### config.mk
export PLATFORM = sky130hd
export DESIGN_NAME = twp_tx_word
export DESIGN_NICKNAME = d
export VERILOG_FILES = /design/src/twp_pkg.sv /design/src/twp_lane_unpack.sv /design/src/twp_idle_timer.sv /design/src/twp_tx_word.sv
export SDC_FILE = /design/constraint.sdc
export NUM_CORES = 1
export LEC_CHECK = 0
export ABC_AREA = 1
export BUFFER_PORTS_ARGS = -buffer_cell sky130_fd_sc_hd__buf_2
export CAP_MARGIN = 15
export CORE_MARGIN = 2
export CORE_UTILIZATION = 53
export DETAILED_ROUTE_END_ITERATION = 7
export PLACE_DENSITY_LB_ADDON = 0.12
export SYNTH_ARGS = -nofsm -noshare
export SYNTH_HDL_FRONTEND = slang
export SYNTH_HIERARCHICAL = 1
export SYNTH_SLANG_ARGS = --single-unit
### constraint.sdc
create_clock -name aclk -period 3.5 [get_ports aclk]
set_input_delay 0.175 -clock aclk [delete_from_list [all_inputs] [get_ports aclk]]
set_output_delay 0.175 -clock aclk [all_outputs]
set_load 0.03 [all_outputs]
### src/twp_pkg.sv
package twp_pkg;

  // ----------------------------------------------------------------
  // Fabric word layout
  // ----------------------------------------------------------------
  localparam int unsigned FW_W      = 22;
  localparam int unsigned BYTE_W    = 8;
  localparam int unsigned SYM_W     = 10;
  localparam int unsigned LO_BYTE_L = 0;
  localparam int unsigned LO_CTRL   = 8;
  localparam int unsigned LO_FDISP  = 9;
  localparam int unsigned LO_DVAL   = 10;
  localparam int unsigned HI_BYTE_L = 11;
  localparam int unsigned HI_CTRL   = 19;
  localparam int unsigned HI_FDISP  = 20;
  localparam int unsigned HI_DVAL   = 21;
  localparam int unsigned HI_SYM_L  = 11;
  localparam int unsigned IDLE_LEAD_CYC = 10;

  // ----------------------------------------------------------------
  // Register map (AXI4-Lite byte addresses)
  // ----------------------------------------------------------------
  localparam logic [7:0] ADDR_CTRL  = 8'h00;
  localparam logic [7:0] ADDR_STAT  = 8'h04;
  localparam logic [7:0] ADDR_LANE0 = 8'h08;
  localparam logic [7:0] ADDR_LANE1 = 8'h0C;
  localparam logic [1:0] RESP_OKAY  = 2'h0;
  localparam logic [1:0] RESP_SLVERR = 2'h2;
  localparam logic [2:0] CTRL_RST   = 3'h0;

  // Interface width selection
  typedef enum logic [1:0] {TWP_W8, TWP_W10, TWP_W16, TWP_W20} twp_width_t;

  // One lane as seen by the PCS
  typedef struct packed {
    logic [SYM_W-1:0] sym;     // Byte in low bits, or full 10-bit symbol
    logic             ctrl;
    logic             fdisp;
    logic             dval;
    logic             compl;
    logic             elec_idle;
  } twp_lane_t;

endpackage : twp_pkg

### src/twp_lane_unpack.sv
`timescale 1ns/1ps
// Splits one half of the fabric word into lane controls
module twp_lane_unpack
  import twp_pkg::*;
(
  input  wire logic [SYM_W:0] seg,
  input  wire logic           sym_mode,
  input  wire logic           use_8b10b,
  input  wire logic           pipe_mode,
  input  wire logic           fd_allow,
  output twp_lane_t           lane
);
  // ----------------------------------------------------------------
  // Field mapping
  // ----------------------------------------------------------------
  always_comb
  begin
    lane = '0;
    if (sym_mode)
    begin
      lane.sym = seg[SYM_W-1:0];
    end
    else
    begin
      lane.sym[BYTE_W-1:0] = seg[BYTE_W-1:0];
      lane.ctrl      = use_8b10b & seg[LO_CTRL];
      lane.fdisp     = ~pipe_mode & fd_allow & seg[LO_FDISP];
      lane.compl     = pipe_mode & fd_allow & seg[LO_FDISP];
      lane.dval      = ~pipe_mode & seg[LO_DVAL];
      lane.elec_idle = pipe_mode & seg[LO_DVAL];
    end
  end
endmodule : twp_lane_unpack

### src/twp_idle_timer.sv
`timescale 1ns/1ps
// Counts consecutive cycles of a level, saturating
module twp_idle_timer
  import twp_pkg::*;
#(
  parameter int unsigned LEAD = IDLE_LEAD_CYC
)
(
  input  wire logic aclk,
  input  wire logic aresetn,
  input  wire logic level,
  output logic      ready
);
  logic [7:0] cnt_reg;

  // ----------------------------------------------------------------
  // Saturating counter
  // ----------------------------------------------------------------
  always_ff @(posedge aclk)
  begin
    if (!aresetn)
      cnt_reg <= 8'h00;
    else if (!level)
      cnt_reg <= 8'h00;
    else if (cnt_reg < 8'(LEAD))
      cnt_reg <= cnt_reg + 8'h01;
  end

  assign ready = (cnt_reg >= 8'(LEAD));
endmodule : twp_idle_timer

### src/twp_tx_word.sv
// Local design decisions: register access over AXI4-Lite and the register addresses.
`timescale 1ns/1ps
// ------------------------------------------------------------------
// Transmit fabric word unpacker with AXI4-Lite control
// ------------------------------------------------------------------
// Contract
// - 8-bit width: bits 7..0 carry the payload byte.
// - 8-bit width, 8B/10B: bit 8 marks a control character.
// - 8-bit: bit 9 forces disparity; in PIPE it forces compliance disparity.
// - 8-bit non-PIPE: bit 10 is the forced disparity value.
// - 8-bit PIPE: bit 10 forces electrical idle.
// - 10-bit width: bits 9..0 carry one encoded symbol.
// - 16-bit width: low byte bits 7..0, high byte bits 18..11.
// - 16-bit 8B/10B: bit 8 low control flag, bit 19 high flag.
// - 16-bit non-PIPE: bits 9 and 20 force disparity per byte.
// - 16-bit PIPE: bit 9 compliance force; bit 20 held zero.
// - 16-bit non-PIPE: bits 10 and 21 give disparity values.
// - 16-bit PIPE: bits 10 and 21 both force electrical idle.
// - 20-bit width: low symbol bits 9..0, high symbol 20..11.
module twp_tx_word
  import twp_pkg::*;
(
  input  wire logic             aclk,
  input  wire logic             aresetn,
  input  wire logic [FW_W-1:0]  tx_word,
  input  wire logic             det_req,
  output twp_lane_t             lane0,
  output twp_lane_t             lane1,
  output logic                  lane1_valid,
  output logic                  det_go,
  input  wire logic [7:0]       s_axi_awaddr,
  input  wire logic             s_axi_awvalid,
  output logic                  s_axi_awready,
  input  wire logic [31:0]      s_axi_wdata,
  input  wire logic [3:0]       s_axi_wstrb,
  input  wire logic             s_axi_wvalid,
  output logic                  s_axi_wready,
  output logic [1:0]            s_axi_bresp,
  output logic                  s_axi_bvalid,
  input  wire logic             s_axi_bready,
  input  wire logic [7:0]       s_axi_araddr,
  input  wire logic             s_axi_arvalid,
  output logic                  s_axi_arready,
  output logic [31:0]           s_axi_rdata,
  output logic [1:0]            s_axi_rresp,
  output logic                  s_axi_rvalid,
  input  wire logic             s_axi_rready
);
  // ----------------------------------------------------------------
  // Control register: [1:0] width, [2] 8B/10B on, [3] PIPE mode
  // ----------------------------------------------------------------
  logic [3:0]       ctrl_reg;
  logic [FW_W-1:0]  word_reg;
  logic [7:0]       awaddr_reg;
  logic             aw_held_reg;
  logic [31:0]      wdata_reg;
  logic [3:0]       wstrb_reg;
  logic             w_held_reg;
  logic             pipe_viol_reg;
  twp_width_t       width;
  logic             use_8b10b;
  logic             pipe_mode;
  logic             sym_mode;
  logic             dual;
  logic             idle_any;
  logic             idle_ok;
  twp_lane_t        lane0_c;
  twp_lane_t        lane1_c;

  assign width     = twp_width_t'(ctrl_reg[1:0]);
  assign use_8b10b = ctrl_reg[2];
  assign pipe_mode = ctrl_reg[3];
  assign sym_mode  = (width == TWP_W10) || (width == TWP_W20);
  assign dual      = (width == TWP_W16) || (width == TWP_W20);

  // ----------------------------------------------------------------
  // Word sampling
  // ----------------------------------------------------------------
  // One capture per clock; lanes then come from flops
  always_ff @(posedge aclk)
  begin
    if (!aresetn)
      word_reg <= '0;
    else
      word_reg <= tx_word;
  end

  twp_lane_unpack u_lo (
    .seg       (word_reg[SYM_W:0]),
    .sym_mode  (sym_mode),
    .use_8b10b (use_8b10b),
    .pipe_mode (pipe_mode),
    .fd_allow  (1'b1),
    .lane      (lane0_c)
  );

  // High half forced-disparity is never honoured in PIPE mode
  twp_lane_unpack u_hi (
    .seg       (word_reg[FW_W-1:HI_SYM_L]),
    .sym_mode  (sym_mode),
    .use_8b10b (use_8b10b),
    .pipe_mode (pipe_mode),
    .fd_allow  (~pipe_mode),
    .lane      (lane1_c)
  );

  // Undefined bits of narrow widths never reach the high lane
  always_ff @(posedge aclk)
  begin
    if (!aresetn)
    begin
      lane0       <= '0;
      lane1       <= '0;
      lane1_valid <= 1'b0;
    end
    else
    begin
      lane0       <= lane0_c;
      lane1       <= dual ? lane1_c : '0;
      lane1_valid <= dual;
    end
  end

  // ----------------------------------------------------------------
  // Receiver detection gate
  // ----------------------------------------------------------------
  // Detection passes only after idle has been held long enough
  assign idle_any = pipe_mode && word_reg[LO_DVAL] && !sym_mode;
  twp_idle_timer u_idle (
    .aclk    (aclk),
    .aresetn (aresetn),
    .level   (idle_any),
    .ready   (idle_ok)
  );
  assign det_go = det_req && idle_ok;

  // Sticky flag: fabric drove bit 20 in 16-bit PIPE mode
  always_ff @(posedge aclk)
  begin
    if (!aresetn)
      pipe_viol_reg <= 1'b0;
    else if (pipe_mode && width == TWP_W16 && word_reg[HI_FDISP])
      pipe_viol_reg <= 1'b1;
    else if (s_axi_bvalid && s_axi_bready && awaddr_reg == ADDR_STAT)
      pipe_viol_reg <= 1'b0;
  end

  // ----------------------------------------------------------------
  // AXI4-Lite write path
  // ----------------------------------------------------------------
  assign s_axi_awready = !aw_held_reg && !s_axi_bvalid;
  assign s_axi_wready  = !w_held_reg && !s_axi_bvalid;

  // Address and data are taken in either order
  always_ff @(posedge aclk)
  begin
    if (!aresetn)
    begin
      aw_held_reg <= 1'b0;
      w_held_reg  <= 1'b0;
      awaddr_reg  <= 8'h00;
      wdata_reg   <= 32'h0000_0000;
      wstrb_reg   <= 4'h0;
    end
    else
    begin
      if (s_axi_awvalid && s_axi_awready)
      begin
        aw_held_reg <= 1'b1;
        awaddr_reg  <= s_axi_awaddr;
      end
      if (s_axi_wvalid && s_axi_wready)
      begin
        w_held_reg <= 1'b1;
        wdata_reg  <= s_axi_wdata;
        wstrb_reg  <= s_axi_wstrb;
      end
      if (s_axi_bvalid && s_axi_bready)
      begin
        aw_held_reg <= 1'b0;
        w_held_reg  <= 1'b0;
      end
    end
  end

  // Commit and respond once both halves are held
  always_ff @(posedge aclk)
  begin
    if (!aresetn)
    begin
      ctrl_reg     <= 4'h0;
      s_axi_bvalid <= 1'b0;
      s_axi_bresp  <= RESP_OKAY;
    end
    else if (s_axi_bvalid)
    begin
      if (s_axi_bready)
        s_axi_bvalid <= 1'b0;
    end
    else if (aw_held_reg && w_held_reg)
    begin
      s_axi_bvalid <= 1'b1;
      if (awaddr_reg == ADDR_CTRL)
      begin
        if (wstrb_reg[0])
          ctrl_reg <= wdata_reg[3:0];
        s_axi_bresp <= RESP_OKAY;
      end
      else if (awaddr_reg == ADDR_STAT)
        s_axi_bresp <= RESP_OKAY;
      else
        s_axi_bresp <= RESP_SLVERR;
    end
  end

  // ----------------------------------------------------------------
  // AXI4-Lite read path
  // ----------------------------------------------------------------
  assign s_axi_arready = !s_axi_rvalid;

  always_ff @(posedge aclk)
  begin
    if (!aresetn)
    begin
      s_axi_rvalid <= 1'b0;
      s_axi_rdata  <= 32'h0000_0000;
      s_axi_rresp  <= RESP_OKAY;
    end
    else if (s_axi_rvalid)
    begin
      if (s_axi_rready)
        s_axi_rvalid <= 1'b0;
    end
    else if (s_axi_arvalid)
    begin
      s_axi_rvalid <= 1'b1;
      s_axi_rresp  <= RESP_OKAY;
      if (s_axi_araddr == ADDR_CTRL)
        s_axi_rdata <= {28'h0000000, ctrl_reg};
      else if (s_axi_araddr == ADDR_STAT)
        s_axi_rdata <= {30'h00000000, idle_ok, pipe_viol_reg};
      else if (s_axi_araddr == ADDR_LANE0)
        s_axi_rdata <= {17'h00000, lane0};
      else if (s_axi_araddr == ADDR_LANE1)
        s_axi_rdata <= {17'h00000, lane1};
      else
      begin
        s_axi_rdata <= 32'h0000_0000;
        s_axi_rresp <= RESP_SLVERR;
      end
    end
  end

  // ----------------------------------------------------------------
  // Checks
  // ----------------------------------------------------------------
  property p_byte8;
    @(posedge aclk) disable iff (!aresetn)
      (width == TWP_W8) ##1 (width == TWP_W8)
        |-> lane0.sym[BYTE_W-1:0] == $past(tx_word[BYTE_W-1:0], 2);
  endproperty
  a_byte8: assert property (p_byte8) else $error("low byte mismatch");

  property p_ctrl;
    @(posedge aclk) disable iff (!aresetn)
      (!sym_mode && use_8b10b && $stable(ctrl_reg))
        |=> lane0.ctrl == $past(word_reg[LO_CTRL]);
  endproperty
  a_ctrl: assert property (p_ctrl) else $error("control flag lost");

  property p_fdisp;
    @(posedge aclk) disable iff (!aresetn)
      (!sym_mode && !pipe_mode && $stable(ctrl_reg))
        |=> lane0.fdisp == $past(word_reg[LO_FDISP]) && !lane0.compl;
  endproperty
  a_fdisp: assert property (p_fdisp) else $error("force disparity wrong");

  property p_dval;
    @(posedge aclk) disable iff (!aresetn)
      (!sym_mode && !pipe_mode && $stable(ctrl_reg))
        |=> lane0.dval == $past(word_reg[LO_DVAL]) && !lane0.elec_idle;
  endproperty
  a_dval: assert property (p_dval) else $error("disparity value wrong");

  property p_idle;
    @(posedge aclk) disable iff (!aresetn)
      (!sym_mode && pipe_mode && $stable(ctrl_reg))
        |=> lane0.elec_idle == $past(word_reg[LO_DVAL]) && !lane0.dval;
  endproperty
  a_idle: assert property (p_idle) else $error("electrical idle wrong");

  property p_sym;
    @(posedge aclk) disable iff (!aresetn)
      (sym_mode && $stable(ctrl_reg))
        |=> lane0.sym == $past(word_reg[SYM_W-1:0]) && !lane0.ctrl;
  endproperty
  a_sym: assert property (p_sym) else $error("symbol mismatch");

  property p_hi;
    @(posedge aclk) disable iff (!aresetn)
      (width == TWP_W20 && $stable(ctrl_reg))
        |=> lane1.sym == $past(word_reg[FW_W-2:HI_SYM_L]) && lane1_valid;
  endproperty
  a_hi: assert property (p_hi) else $error("high symbol mismatch");

  property p_pipe_hi;
    @(posedge aclk) disable iff (!aresetn)
      pipe_mode |=> !lane1.fdisp && !lane1.compl;
  endproperty
  a_pipe_hi: assert property (p_pipe_hi) else $error("bit 20 honoured");

  property p_narrow;
    @(posedge aclk) disable iff (!aresetn)
      !dual |=> lane1 == '0 && !lane1_valid;
  endproperty
  a_narrow: assert property (p_narrow) else $error("undefined bits leak");

  property p_det;
    @(posedge aclk) disable iff (!aresetn)
      det_go |-> $past(idle_any) && $past(idle_any, IDLE_LEAD_CYC);
  endproperty
  a_det: assert property (p_det) else $error("detect before idle lead");

  c_w16: cover property (@(posedge aclk) width == TWP_W16 && lane1_valid);
  c_pipe_idle: cover property (@(posedge aclk) lane0.elec_idle && lane1.elec_idle);
  c_det: cover property (@(posedge aclk) det_go);
  c_wr: cover property (@(posedge aclk) s_axi_bvalid && s_axi_bready);

endmodule : twp_tx_word

# Word-level counts from Yosys, hierarchy flattened

Cells that the tools add are included.

Add/subtract/negate cells: 1
Order comparisons: 2
Equality and inequality tests: 7
Multiplexer cells: 18
Bitwise logic cells: 14
Reductions and logical operators: 32

Operators with widths:

| cell                                                               | count |
|---|---|
| 2-to-1 mux 15 bit                                                  | 4 |
| == test 8 x 3 -> 1 bit (second input constant)                     | 2 |
| == test 8 x 4 -> 1 bit (second input constant)                     | 2 |
| zero test 8 bit                                                    | 2 |
| logical AND 1 bit                                                  | 12 |
| 2-to-1 mux 2 bit                                                   | 6 |
| AND reduction 2 bit                                                | 5 |
| AND 1 bit                                                          | 9 |
| adder 8 x 1 -> 8 bit (second input constant)                       | 1 |
| greater-or-equal comparator 8 x 4 -> 1 bit (second input constant) | 1 |
| < comparator 8 x 4 -> 1 bit (second input constant)                | 1 |
| 2-to-1 mux 1 bit                                                   | 8 |
| zero test 1 bit                                                    | 5 |
| NOT 1 bit                                                          | 5 |
| == test 2 bit (second input constant)                              | 2 |
| AND reduction 4 bit                                                | 1 |
| OR reduction 2 bit                                                 | 2 |
| AND reduction 3 bit                                                | 1 |
| OR reduction 3 bit                                                 | 1 |
| == test 2 x 1 -> 1 bit (second input constant)                     | 1 |
| logical OR 1 bit                                                   | 2 |
| nonzero test 2 bit                                                 | 1 |

Register bits after elaboration: 119
Logic and storage cells: 103

# Longest topological paths before layout

Gate-level depths: netlist of the first run.

Depth in word-level cells: 5
Depth in mapped cells: 10

# Hierarchy

Netlist of the first run, hierarchy kept.

Modules (own cells, without submodules):

| module          | times used | cells each | area an instance (um^2) |
|---|---|---|---|
| twp_tx_word     | 1          | 458        | 3489.6 |
| twp_idle_timer  | 1          | 50         | 387.9 |
| twp_lane_unpack | 2          | 24         | 120.1 |

# Worst setup path before layout of the first run

No wires, ideal clock.

Path type: register -> register
From: reg s_axi_bvalid
To: reg awaddr_reg[6]
Library setup time: 0.126 ns
Data arrival time: 1.480 ns
Required time: 3.374 ns
Slack: 1.893 ns
Cell stages (with the launch flop): 6
Clock period less this slack: 1.607 ns
Cell sequence: dfxtp_1 nor2_1 nand2_1 clkbuf_1 o21ai_0 a21oi_1

Longest elaborated chain between the ends: 3

Ends and longest elaborated chain:

| what                   | RTL line           | RTL |
|---|---|---|
| from (decl)            | twp_tx_word.sv:39  | `output logic s_axi_bvalid,` |
| from (signal assigned) | twp_tx_word.sv:192 | `s_axi_bvalid <= 1'b0;` |
| from (signal assigned) | twp_tx_word.sv:198 | `s_axi_bvalid <= 1'b0;` |
| from (signal assigned) | twp_tx_word.sv:202 | `s_axi_bvalid <= 1'b1;` |
| zero test 1 bit        | twp_tx_word.sv:151 | `assign s_axi_awready = !aw_held_reg && !s_axi_bvalid;` |
| logical AND 1 bit      | twp_tx_word.sv:151 |  |
| via s_axi_awready      | twp_tx_word.sv:33  | `output logic s_axi_awready,` |
| logical AND 1 bit      | twp_tx_word.sv:167 | `if (s_axi_awvalid && s_axi_awready)` |
| to (signal assigned)   | twp_tx_word.sv:170 | `awaddr_reg <= s_axi_awaddr;` |
| to (decl)              | twp_tx_word.sv:54  | `logic [7:0] awaddr_reg;` |

The timed path passes the listed nets, and every way through them passes these cells.
A chain may end at the register's enable or synchronous reset.

# Final worst setup path of the first run

From: reg s_axi_rvalid
To: reg s_axi_rdata[1]

Longest elaborated chain between the ends: 2

Ends and longest elaborated chain:

| what                                 | RTL line           | RTL |
|---|---|---|
| from (decl)                          | twp_tx_word.sv:46  | `output logic s_axi_rvalid,` |
| from (signal assigned)               | twp_tx_word.sv:225 | `s_axi_rvalid <= 1'b0;` |
| from (signal assigned)               | twp_tx_word.sv:232 | `s_axi_rvalid <= 1'b0;` |
| from (signal assigned)               | twp_tx_word.sv:236 | `s_axi_rvalid <= 1'b1;` |
| NOT 1 bit (no source line)           | -                  |  |
| AND reduction 2 bit (no source line) | -                  |  |
| to (signal assigned)                 | twp_tx_word.sv:239 | `s_axi_rdata <= {28'h0000000, ctrl_reg};` |
| to (signal assigned)                 | twp_tx_word.sv:241 | `s_axi_rdata <= {30'h00000000, idle_ok, pipe_viol_reg};` |
| to (signal assigned)                 | twp_tx_word.sv:243 | `s_axi_rdata <= {17'h00000, lane0};` |
| to (decl)                            | twp_tx_word.sv:44  | `output logic [31:0] s_axi_rdata,` |

Every way passes these cells.

==> results.cfg, run 1 <==
[sta]
slew_headroom_pct = 60.1
hold_viol = 0
setup_tns_ns = 0
clock_skew_ns = 0.00893
slew_viol_final = 0
rsz0062_at_grt = no
finalCritPeriodShare_pct = 47.4
fin_ws_ns = 1.84
tightest_slew_ns = 0.597
period_needed_ns = 1.66
fmax_mhz = 602
setup-violations-final = 0

[clocking]
insertion_delay_ns = 0.36
cts_buffers = 9
path_clk_slew_ns = 0.09
postCtsSetupRepairBufs = 0
cts-root-buf = clkbuf_8
clock_sink_count = 100
clock_path_buffers = 2
cts_tree = built
htreeDepth = 3

[place]
place_congestion = 0.843
dpl.hpwl_um = 5810
port-buffer-count = 104
pre_cts_ws_ns = 1.82
dp.cells = 730

[routing]
ant_nets = 0
vias = 3308
drt_iter0_markers = 131
via_per_inst = 4.33
drc = 0
wire_per_inst_um = 10.5
routed_wl_um = 8030
drt_pass1_iterations = 6

[synthesis]
synth-compound-area-share_pct = 7.11
synth_area_mm2 = 0.00412
ys_seq_area_share_pct = 48.6
synth_cell_types = 33
synth_top_family_by_area = simple AND/OR/NAND/NOR gates
synthTopCellsByArea = dfxtp_1 49%, nand2_1 12%, inv_1 8.3%
ys_ff_latch = 100
synth_fa_ha_area_share_pct = 0.608
netlist.area_leader.share_pct = 48.6
syn-instance-count = 556
synth_xor_area_share_pct = 0
syn_avg_cell_area_um2 = 7.41
ys.flop_type = dfxtp_1
yosysTopAreaCell = dfxtp_1
yosysWarnings = 6
synthMuxAreaShare_pct = 0
async_reset_ff_share_pct = 0
synth_simple_gate_area_share_pct = 25.8
synth_edf_count = 0

[global_route]
antenna_found_initial = 0
grt_pass1_wl_um = 13400
overflow = 0
grt_max_degree = 37
gr-usage-all-layers_pct = 19.8
grt_pass1_vias = 2964

[layout]
mostFrequentLayoutCells = 136 x nand2_1, 104 x buf_2, 100 x dfxtp_1, 91 x inv_1, 78 x nor2_1
n_antenna_cell = 0
final_core_util_pct = 64.1
drive_above_1_share_pct = 22.5
stdcell_count = 764
fillCellCount = 728
area_delta_synth_final_pct = 18.4
largest_reg_flops = 22
layout_commonest_cell = nand2_1
nets = 741

[critical_path]
crit_start = s_axi_rvalid
reg2reg_depth = 7
cp_max_fo = 18
start_kind = register
reg2reg_to = s_axi_rdata[1]
path_class = register to register
cp.required_ns = 3.77
worstSetupEndpoint = s_axi_rdata[1]
r2r_slack_ns = 1.84
rr_startpoint = s_axi_rvalid
setup.worst_path.end_class = register
arrival_ns = 1.93

[floorplanning]
die_area_mm2 = 0.00849
die_w_um = 92.1
io_pins = 155
core_area_mm2 = 0.00761
die_y_um = 92.1
initial_core_util_pct = 54.1
std_cell_rows = 32

[pwr]
p_total_mw = 2.16
powerDensity_mw_per_mm2 = 443
power.leakage_nw = 2.65
max-vdd-ir-drop_mv = 0.228

[run]
maxCapViolCount = 0

[hold_path]
hp-class = primary input to register

[status]
status = completed
power breakdown:
group / total [mW] / switching, mW / internal, mW
registers: 1.20 / 0.0189 / 1.18
clock network: 0.738 / 0.400 / 0.338
logic: 0.225 / 0.150 / 0.0750
total: 2.16 / 0.569 / 1.59
Yosys cell counts, types with 2 or more instances:
| library cell | instances |
|---|---|
| a21oi_1 | 14 |
| a21oi_2 | 9 |
| a31oi_1 | 3 |
| buf_2 | 3 |
| buf_4 | 37 |
| buf_6 | 2 |
| clkbuf_1 | 10 |
| conb_1 | 2 |
| dfxtp_1 | 100 |
| ha_1 | 2 |
| inv_1 | 91 |
| inv_2 | 6 |
| nand2_1 | 136 |
| nand2_2 | 3 |
| nand2_4 | 2 |
| nand3_1 | 23 |
| nand4_1 | 3 |
| nor2_1 | 78 |
| nor2_4 | 2 |
| o21ai_0 | 17 |
critical path: stages, from the launching register on:
cell,delay (ns)
dfxtp_1,0.33
inv_1,0.06
nand2_1,0.44
inv_1,0.39
nor2_1,0.18
nor2_1,0.05
nand2_1,0.08
inv_1,0.03
timing repair:
item                                   in CTS  in global routing
resized for setup                           0                  0
hold buffers                               18                  0
endpoints found under the hold margin      18                  0
layer usage:
| layer | share of wire (%) | global-route usage [%] | routed length, µm | vias to the layer above |
|---|---|---|---|---|
| met4 | 1.4 | 7.84 | 112 | 0 |
| met1 | 50 | 26.9 | 4010 | 1400 |
| met5 | 0 | 0 | 0 | - |
| met2 | 44 | 30.9 | 3500 | 99 |
| li1 | - | - | - | 1799 |
| met3 | 5.1 | 4.03 | 410 | 10 |
through the flow:
step	area [µm²]	hold slack, ns
2_1_floorplan	4190	0.273
5_1_grt	4880	0.0210
4_1_cts	4880	0.00551
6_report	4880	0.0157
3_5_place_dp	4500	0.360
3_3_place_gp	4500	0.357
cell type report:
type                    instances  area [µm²]  share of cell area (%)
clock buffers                  10         128                    2.62
clock inverters                 6        73.8                    1.51
inverters                      99         374                    7.67
multi-input cells             323        1460                    29.9
flip-flops and latches        100        2000                    41.0
well taps                     102         128                    2.62
repair buffers                124         716                    14.7
worst min path at each step:
stage	cells past startpoint	slack, ns	from	end
global route	3	0.02	tx_word[10]	word_reg[10]
floorplan	2	0.27	tx_word[0]	word_reg[0]
detailed placement	3	0.36	tx_word[2]	word_reg[2]
finish	3	0.02	tx_word[10]	word_reg[10]
CTS	3	0.006	tx_word[10]	word_reg[10]
global placement	3	0.36	tx_word[4]	word_reg[4]
kinds of logic after synthesis:
group                    count (synthesis)
AND/OR/NAND/NOR                        254
buffers and inverters                  151
flip-flops                             100
AO/OA/AOI/OAI                           47
adder cells (fa/ha/maj)                  2
other                                    2
No activity file was read; power rests on OpenSTA's default activity.
==> run 2, diff against run 1 <==
Settings changed: ABC_AREA 1 to 0, CORE_UTILIZATION 53 to 43.
Clock period 3.5 ns to 1.3 ns, I/O delays scaled along.
==> results.cfg, run 2 <==
[sta]
slew_viol_final = 0
fmax_mhz = 593
hold_slack_ns = 0.0646
setup_tns_ns = -1.80
clock_skew_ns = 0.00855
period_needed_ns = 1.69
rsz0062_at_grt = yes
setup-violations-final = 9
fin_ws_ns = -0.388
hold_viol = 0
finalCritPeriodShare_pct = 130

[routing]
ant_nets = 0
via_per_inst = 4.78
routed_wl_um = 8780
vias = 3059
drc = 0
drt_pass1_iterations = 5
wire_per_inst_um = 13.7
drt_iter0_markers = 71

[critical_path]
critPathTopFamily = flip-flops
r2r_slack_ns = -0.33
arrival_ns = 1.62
rr_startpoint = u_idle/cnt_reg[0]
worstSetupEndpoint = det_go
crit_buf_inv = 3
slowest_stage = dfxtp_2
path_class = register to output pin
cp_max_fo = 2
crit_start = u_idle/cnt_reg[0]
cp_slowest_stage_delay_ns = 0.34
reg2reg_depth = 6
crit_chain = inv_2 > ha_4 > o31ai_4 > nand2_1 > buf_4 > and2_4 > buf_6
start_kind = register
cp.required_ns = 1.24
reg2reg_to = s_axi_rdata[1]
setup.worst_path.end_class = output pin
crit_cells = 7

[floorplanning]
std_cell_rows = 34
io_pins = 155
initial_core_util_pct = 44.5
core_area_mm2 = 0.00876
die_y_um = 99.2
die_w_um = 99.2
die_area_mm2 = 0.00984

[layout]
largest_reg_flops = 22
n_antenna_cell = 0
area_delta_synth_final_pct = 34.1
final_core_util_pct = 59.7
layout_commonest_cell = buf_2
seq_area_mm2 = 0.00201
nets = 611
fillCellCount = 794
mostFrequentLayoutCells = 102 x buf_2, 94 x dfxtp_1, 37 x and2_1, 37 x dlygate4sd3_1, 28 x buf_4
drive_above_1_share_pct = 37.6
multi_input_area_mm2 = 0.00172

[global_route]
grt_pass1_vias = 3021
grt_pass1_wl_um = 14000
overflow = 0
gr-usage-all-layers_pct = 17.8
antenna_found_initial = 0
grt_max_degree = 46

[synthesis]
syn_avg_cell_area_um2 = 10.1
async_reset_ff_share_pct = 0
synthTopCellsByArea = dfxtp_1 51%, buf_4 6.7%, and2_1 6.1%
ys.flop_type = dfxtp_1
ys_seq_area_share_pct = 51.4
synth_top_cells_by_count = 100 x dfxtp_1, 38 x and2_1, 35 x buf_4
netlist.area_leader.share_pct = 51.4
synth_most_common_cell = dfxtp_1
synth_area_mm2 = 0.00390
yosysTopAreaCell = dfxtp_1
synth_edf_count = 0
yosysWarnings = 6
synth_cell_types = 44
ys_ff_latch = 100
syn-instance-count = 384

[clocking]
cts_buffers = 9
cts-root-buf = clkbuf_8
insertion_delay_ns = 0.36
clock_path_buffers = 2
path_clk_slew_ns = 0.09
htreeDepth = 3
clock_sink_count = 100
cts_tree = built

[hold_path]
hp-class = primary input to register

[run]
maxCapViolCount = 0

[place]
pre_cts_ws_ns = -0.431
port-buffer-count = 104
place_congestion = 0.754
dpl.hpwl_um = 6070

[pwr]
powerDensity_mw_per_mm2 = 1120
power.leakage_nw = 2.44
max-vdd-ir-drop_mv = 0.745
p_total_mw = 5.83

[status]
violations = negative setup slack
status = finished with violations
## run 2: changes by cell type in the layout (fill, tap and decap cells not counted), sizes merged, moves of 5 or more
cell and change:
nand2 -117, and3 +20, nor2 -63, and2 +42
nand4 +7, mux2 +11, mux2i +19, inv -91
buf +27, o21ai -14, nor3b +5, dlygate4sd3 +19
nand3 -21
## run 2: cell type report
type | count | area share [%]
flip-flops and latches | 100 | 38.5
multi-input cells | 240 | 33.0
repair buffers | 170 | 21.7
well taps | 108 | 2.58
clock buffers | 10 | 2.44
clock inverters | 6 | 1.39
inverters | 6 | 0.431
## run 2: cells by family (layout without fill, tap and decap cells)
family / count (synthesis) / count (layout) / synth area share, %
simple gates: 152 / 152 / 23.9
mux: 32 / 32 / 9.21
flops: 100 / 100 / 51.4
buf+inv: 63 / 192 / 9.50
other cells: 2 / 21 / 0.193
fa+ha+maj: 2 / 2 / 0.642
compound gates: 33 / 33 / 5.17
## run 2: through the flow
stage	cells	instance area, µm²
after global routing	640	5230
after detailed placement	585	4520
after floorplan	403	4010
after global placement	585	4520
after CTS	640	5170
final	640	5230
## run 2: routing by layer
layer	track usage, %	part of all wire, %
met4	5.48	1.5
met2	30.8	50
met3	6.11	6.5
met1	20.9	42
met5	0	0
## run 2: worst min path at each step
| stage | from | to | slack (ns) | depth (start not counted) |
|---|---|---|---|---|
| floorplan | tx_word[0] | word_reg[0] | 0.19 | 1 |
| global placement | tx_word[2] | word_reg[2] | 0.27 | 2 |
| detailed placement | tx_word[13] | word_reg[13] | 0.27 | 2 |
| CTS | s_axi_wvalid | w_held_reg | 0.06 | 4 |
| global route | s_axi_wvalid | w_held_reg | 0.08 | 4 |
| finish | s_axi_wvalid | w_held_reg | 0.06 | 4 |
## run 2: power breakdown
part           internal, mW  switching [mW]  total [mW]  leakage [nW]
clock                 0.911            1.08        1.99        0.0975
sequential             3.15          0.0482        3.20         0.820
combinational         0.293           0.353       0.646          1.52
total                  4.35            1.48        5.83          2.44
## run 2: repair_timing
| item | 4_1_cts | 5_1_grt |
|---|---|---|
| setup buffers | 2 | 0 |
| endpoints found under the hold margin | 37 | 0 |
| pin swaps | 8 | 7 |
| hold buffers | 37 | 0 |
| endpoints found under the setup margin | 12 | 23 |
| resized for setup | 13 | 13 |
## run 2: tightest hold or removal path, cell delays in order
cell     delay [ns]
buf_2          0.09
nor2b_1        0.13
a21oi_1        0.05
nor2_1         0.07
==> run 3, diff against run 2 <==
Settings changed: TNS_END_PERCENT from default to 20.
==> results.cfg, run 3 (synthesized netlist as in run 2, its figures left out) <==
[floorplanning]
die_y_um = 99.2
std_cell_rows = 34
io_pins = 155
core_area_mm2 = 0.00876
initial_core_util_pct = 44.5
die_area_mm2 = 0.00984
die_w_um = 99.2

[pwr]
p_sw_mw = 1.49
max-vdd-ir-drop_mv = 0.604
powerDensity_mw_per_mm2 = 1140
p_total_mw = 5.87
power.leakage_nw = 2.40
seq_power_share_pct = 54.4
p_int_mw = 4.38
combPwrFrac_pct = 11.0
swShare_pct = 25.4
p_clk_share_pct = 34.6

[layout]
largest_reg_flops = 22
area_delta_synth_final_pct = 32.3
layout_commonest_cell = buf_2
n_antenna_cell = 0
nets = 608
mostFrequentLayoutCells = 102 x buf_2, 95 x dfxtp_1, 37 x and2_1, 37 x dlygate4sd3_1, 25 x buf_4
stdcell_count = 637
final_core_util_pct = 58.8
finalInstanceArea_mm2 = 0.00515
drive_above_1_share_pct = 36.7

[critical_path]
path_class = register to output pin
slowest_stage = dfxtp_2
cp.required_ns = 1.24
setup.worst_path.end_class = output pin
arrival_ns = 1.58
cp_slowest_stage_delay_ns = 0.34
cp_max_fo = 2
start_kind = register
crit_chain = inv_2 > ha_4 > o31ai_4 > nand2_1 > buf_4 > and2_4 > buf_6

[run]
maxCapViolCount = 0

[sta]
setup-violations-final = 9
rsz0062_at_grt = yes
fin_ws_ns = -0.342
hold_viol = 0
setup_tns_ns = -1.51
fmax_mhz = 609
clock_skew_ns = 0.0114
hold_slack_ns = 0.0665
period_needed_ns = 1.64
finalCritPeriodShare_pct = 126
slew_viol_final = 0

[routing]
drt_iter0_markers = 77
wire_per_inst_um = 13.7
drc = 0
routed_wl_um = 8700
drt_pass1_iterations = 4
via_per_inst = 4.74
ant_nets = 0
vias = 3020

[status]
status = finished with violations
violations = negative setup slack

[global_route]
antenna_found_initial = 0
gr-usage-all-layers_pct = 17.8
overflow = 0
grt_max_degree = 44
grt_pass1_vias = 3039
grt_pass1_wl_um = 13900

[place]
placed_area_mm2 = 0.00451
place_congestion = 0.772
port-buffer-count = 104
pre_cts_ws_ns = -0.307
dpl.hpwl_um = 6170
dp.cells = 584

[hold_path]
hp-class = primary input to register

[clocking]
path_clk_slew_ns = 0.10
insertion_delay_ns = 0.36
cts_buffers = 9
clock_path_buffers = 2
clock_sink_count = 100
htreeDepth = 3
postCtsSetupRepairBufs = 0
cts_tree = built
cts-root-buf = clkbuf_8
==> run 3: area by class of cell <==
cell class	count	area, µm²
fillers	840	3610
flip-flops and latches	100	2010
multi-input cells	240	1680
repair buffers	167	1110
well taps	108	135
clock buffers	10	128
clock inverters	6	76.3
inverters	6	22.5
==> run 3: critical path, delay by kind of cell (launching register included) <==
kind,cells,cell delay [ns]
DFF,1,0.34
buffers and inverters,3,0.31
and+or+nand+nor,2,0.22
AOI/OAI and AO/OA,1,0.20
adders and majority gates,1,0.15
==> run 3: path summary, 6_finish.rpt <==
kind,from,end,slack (ns),cells after the start
setup reg to reg,u_idle/cnt_reg[0],s_axi_rdata[1],-0.29,6
hold / removal,s_axi_awvalid,aw_held_reg,0.07,4
hold reg to reg,word_reg[5],lane0[10],0.44,1
setup / recovery,u_idle/cnt_reg[0],det_go,-0.34,7
==> run 3: repair_timing <==
item	in CTS	in global routing
hold buffers	37	0
endpoints found under the setup margin	12	14
endpoints found under the hold margin	37	0
pin swaps	6	1
gates resized for setup	10	7
==> run 3: per-layer routing <==
layer	up-vias	GRT usage, %	routed length (µm)
met5	-	0	0
met4	0	4.00	76
met3	5	6.75	609
met2	101	30.8	4220
met1	1383	21.0	3790
li1	1531	-	-
==> run 3: power groups by stage <==
| stage | clock (mW) | combinational [mW] | sequential, mW |
|---|---|---|---|
| final | 2.03 | 0.645 | 3.19 |
| after detailed placement | 0 | 0.552 | 3.27 |
| after global routing | 2.26 | 0.698 | 3.21 |
| after CTS | 2.11 | 0.646 | 3.19 |
| after floorplan | 0 | 0.397 | 3.29 |
| after global placement | 0 | 0.545 | 3.26 |
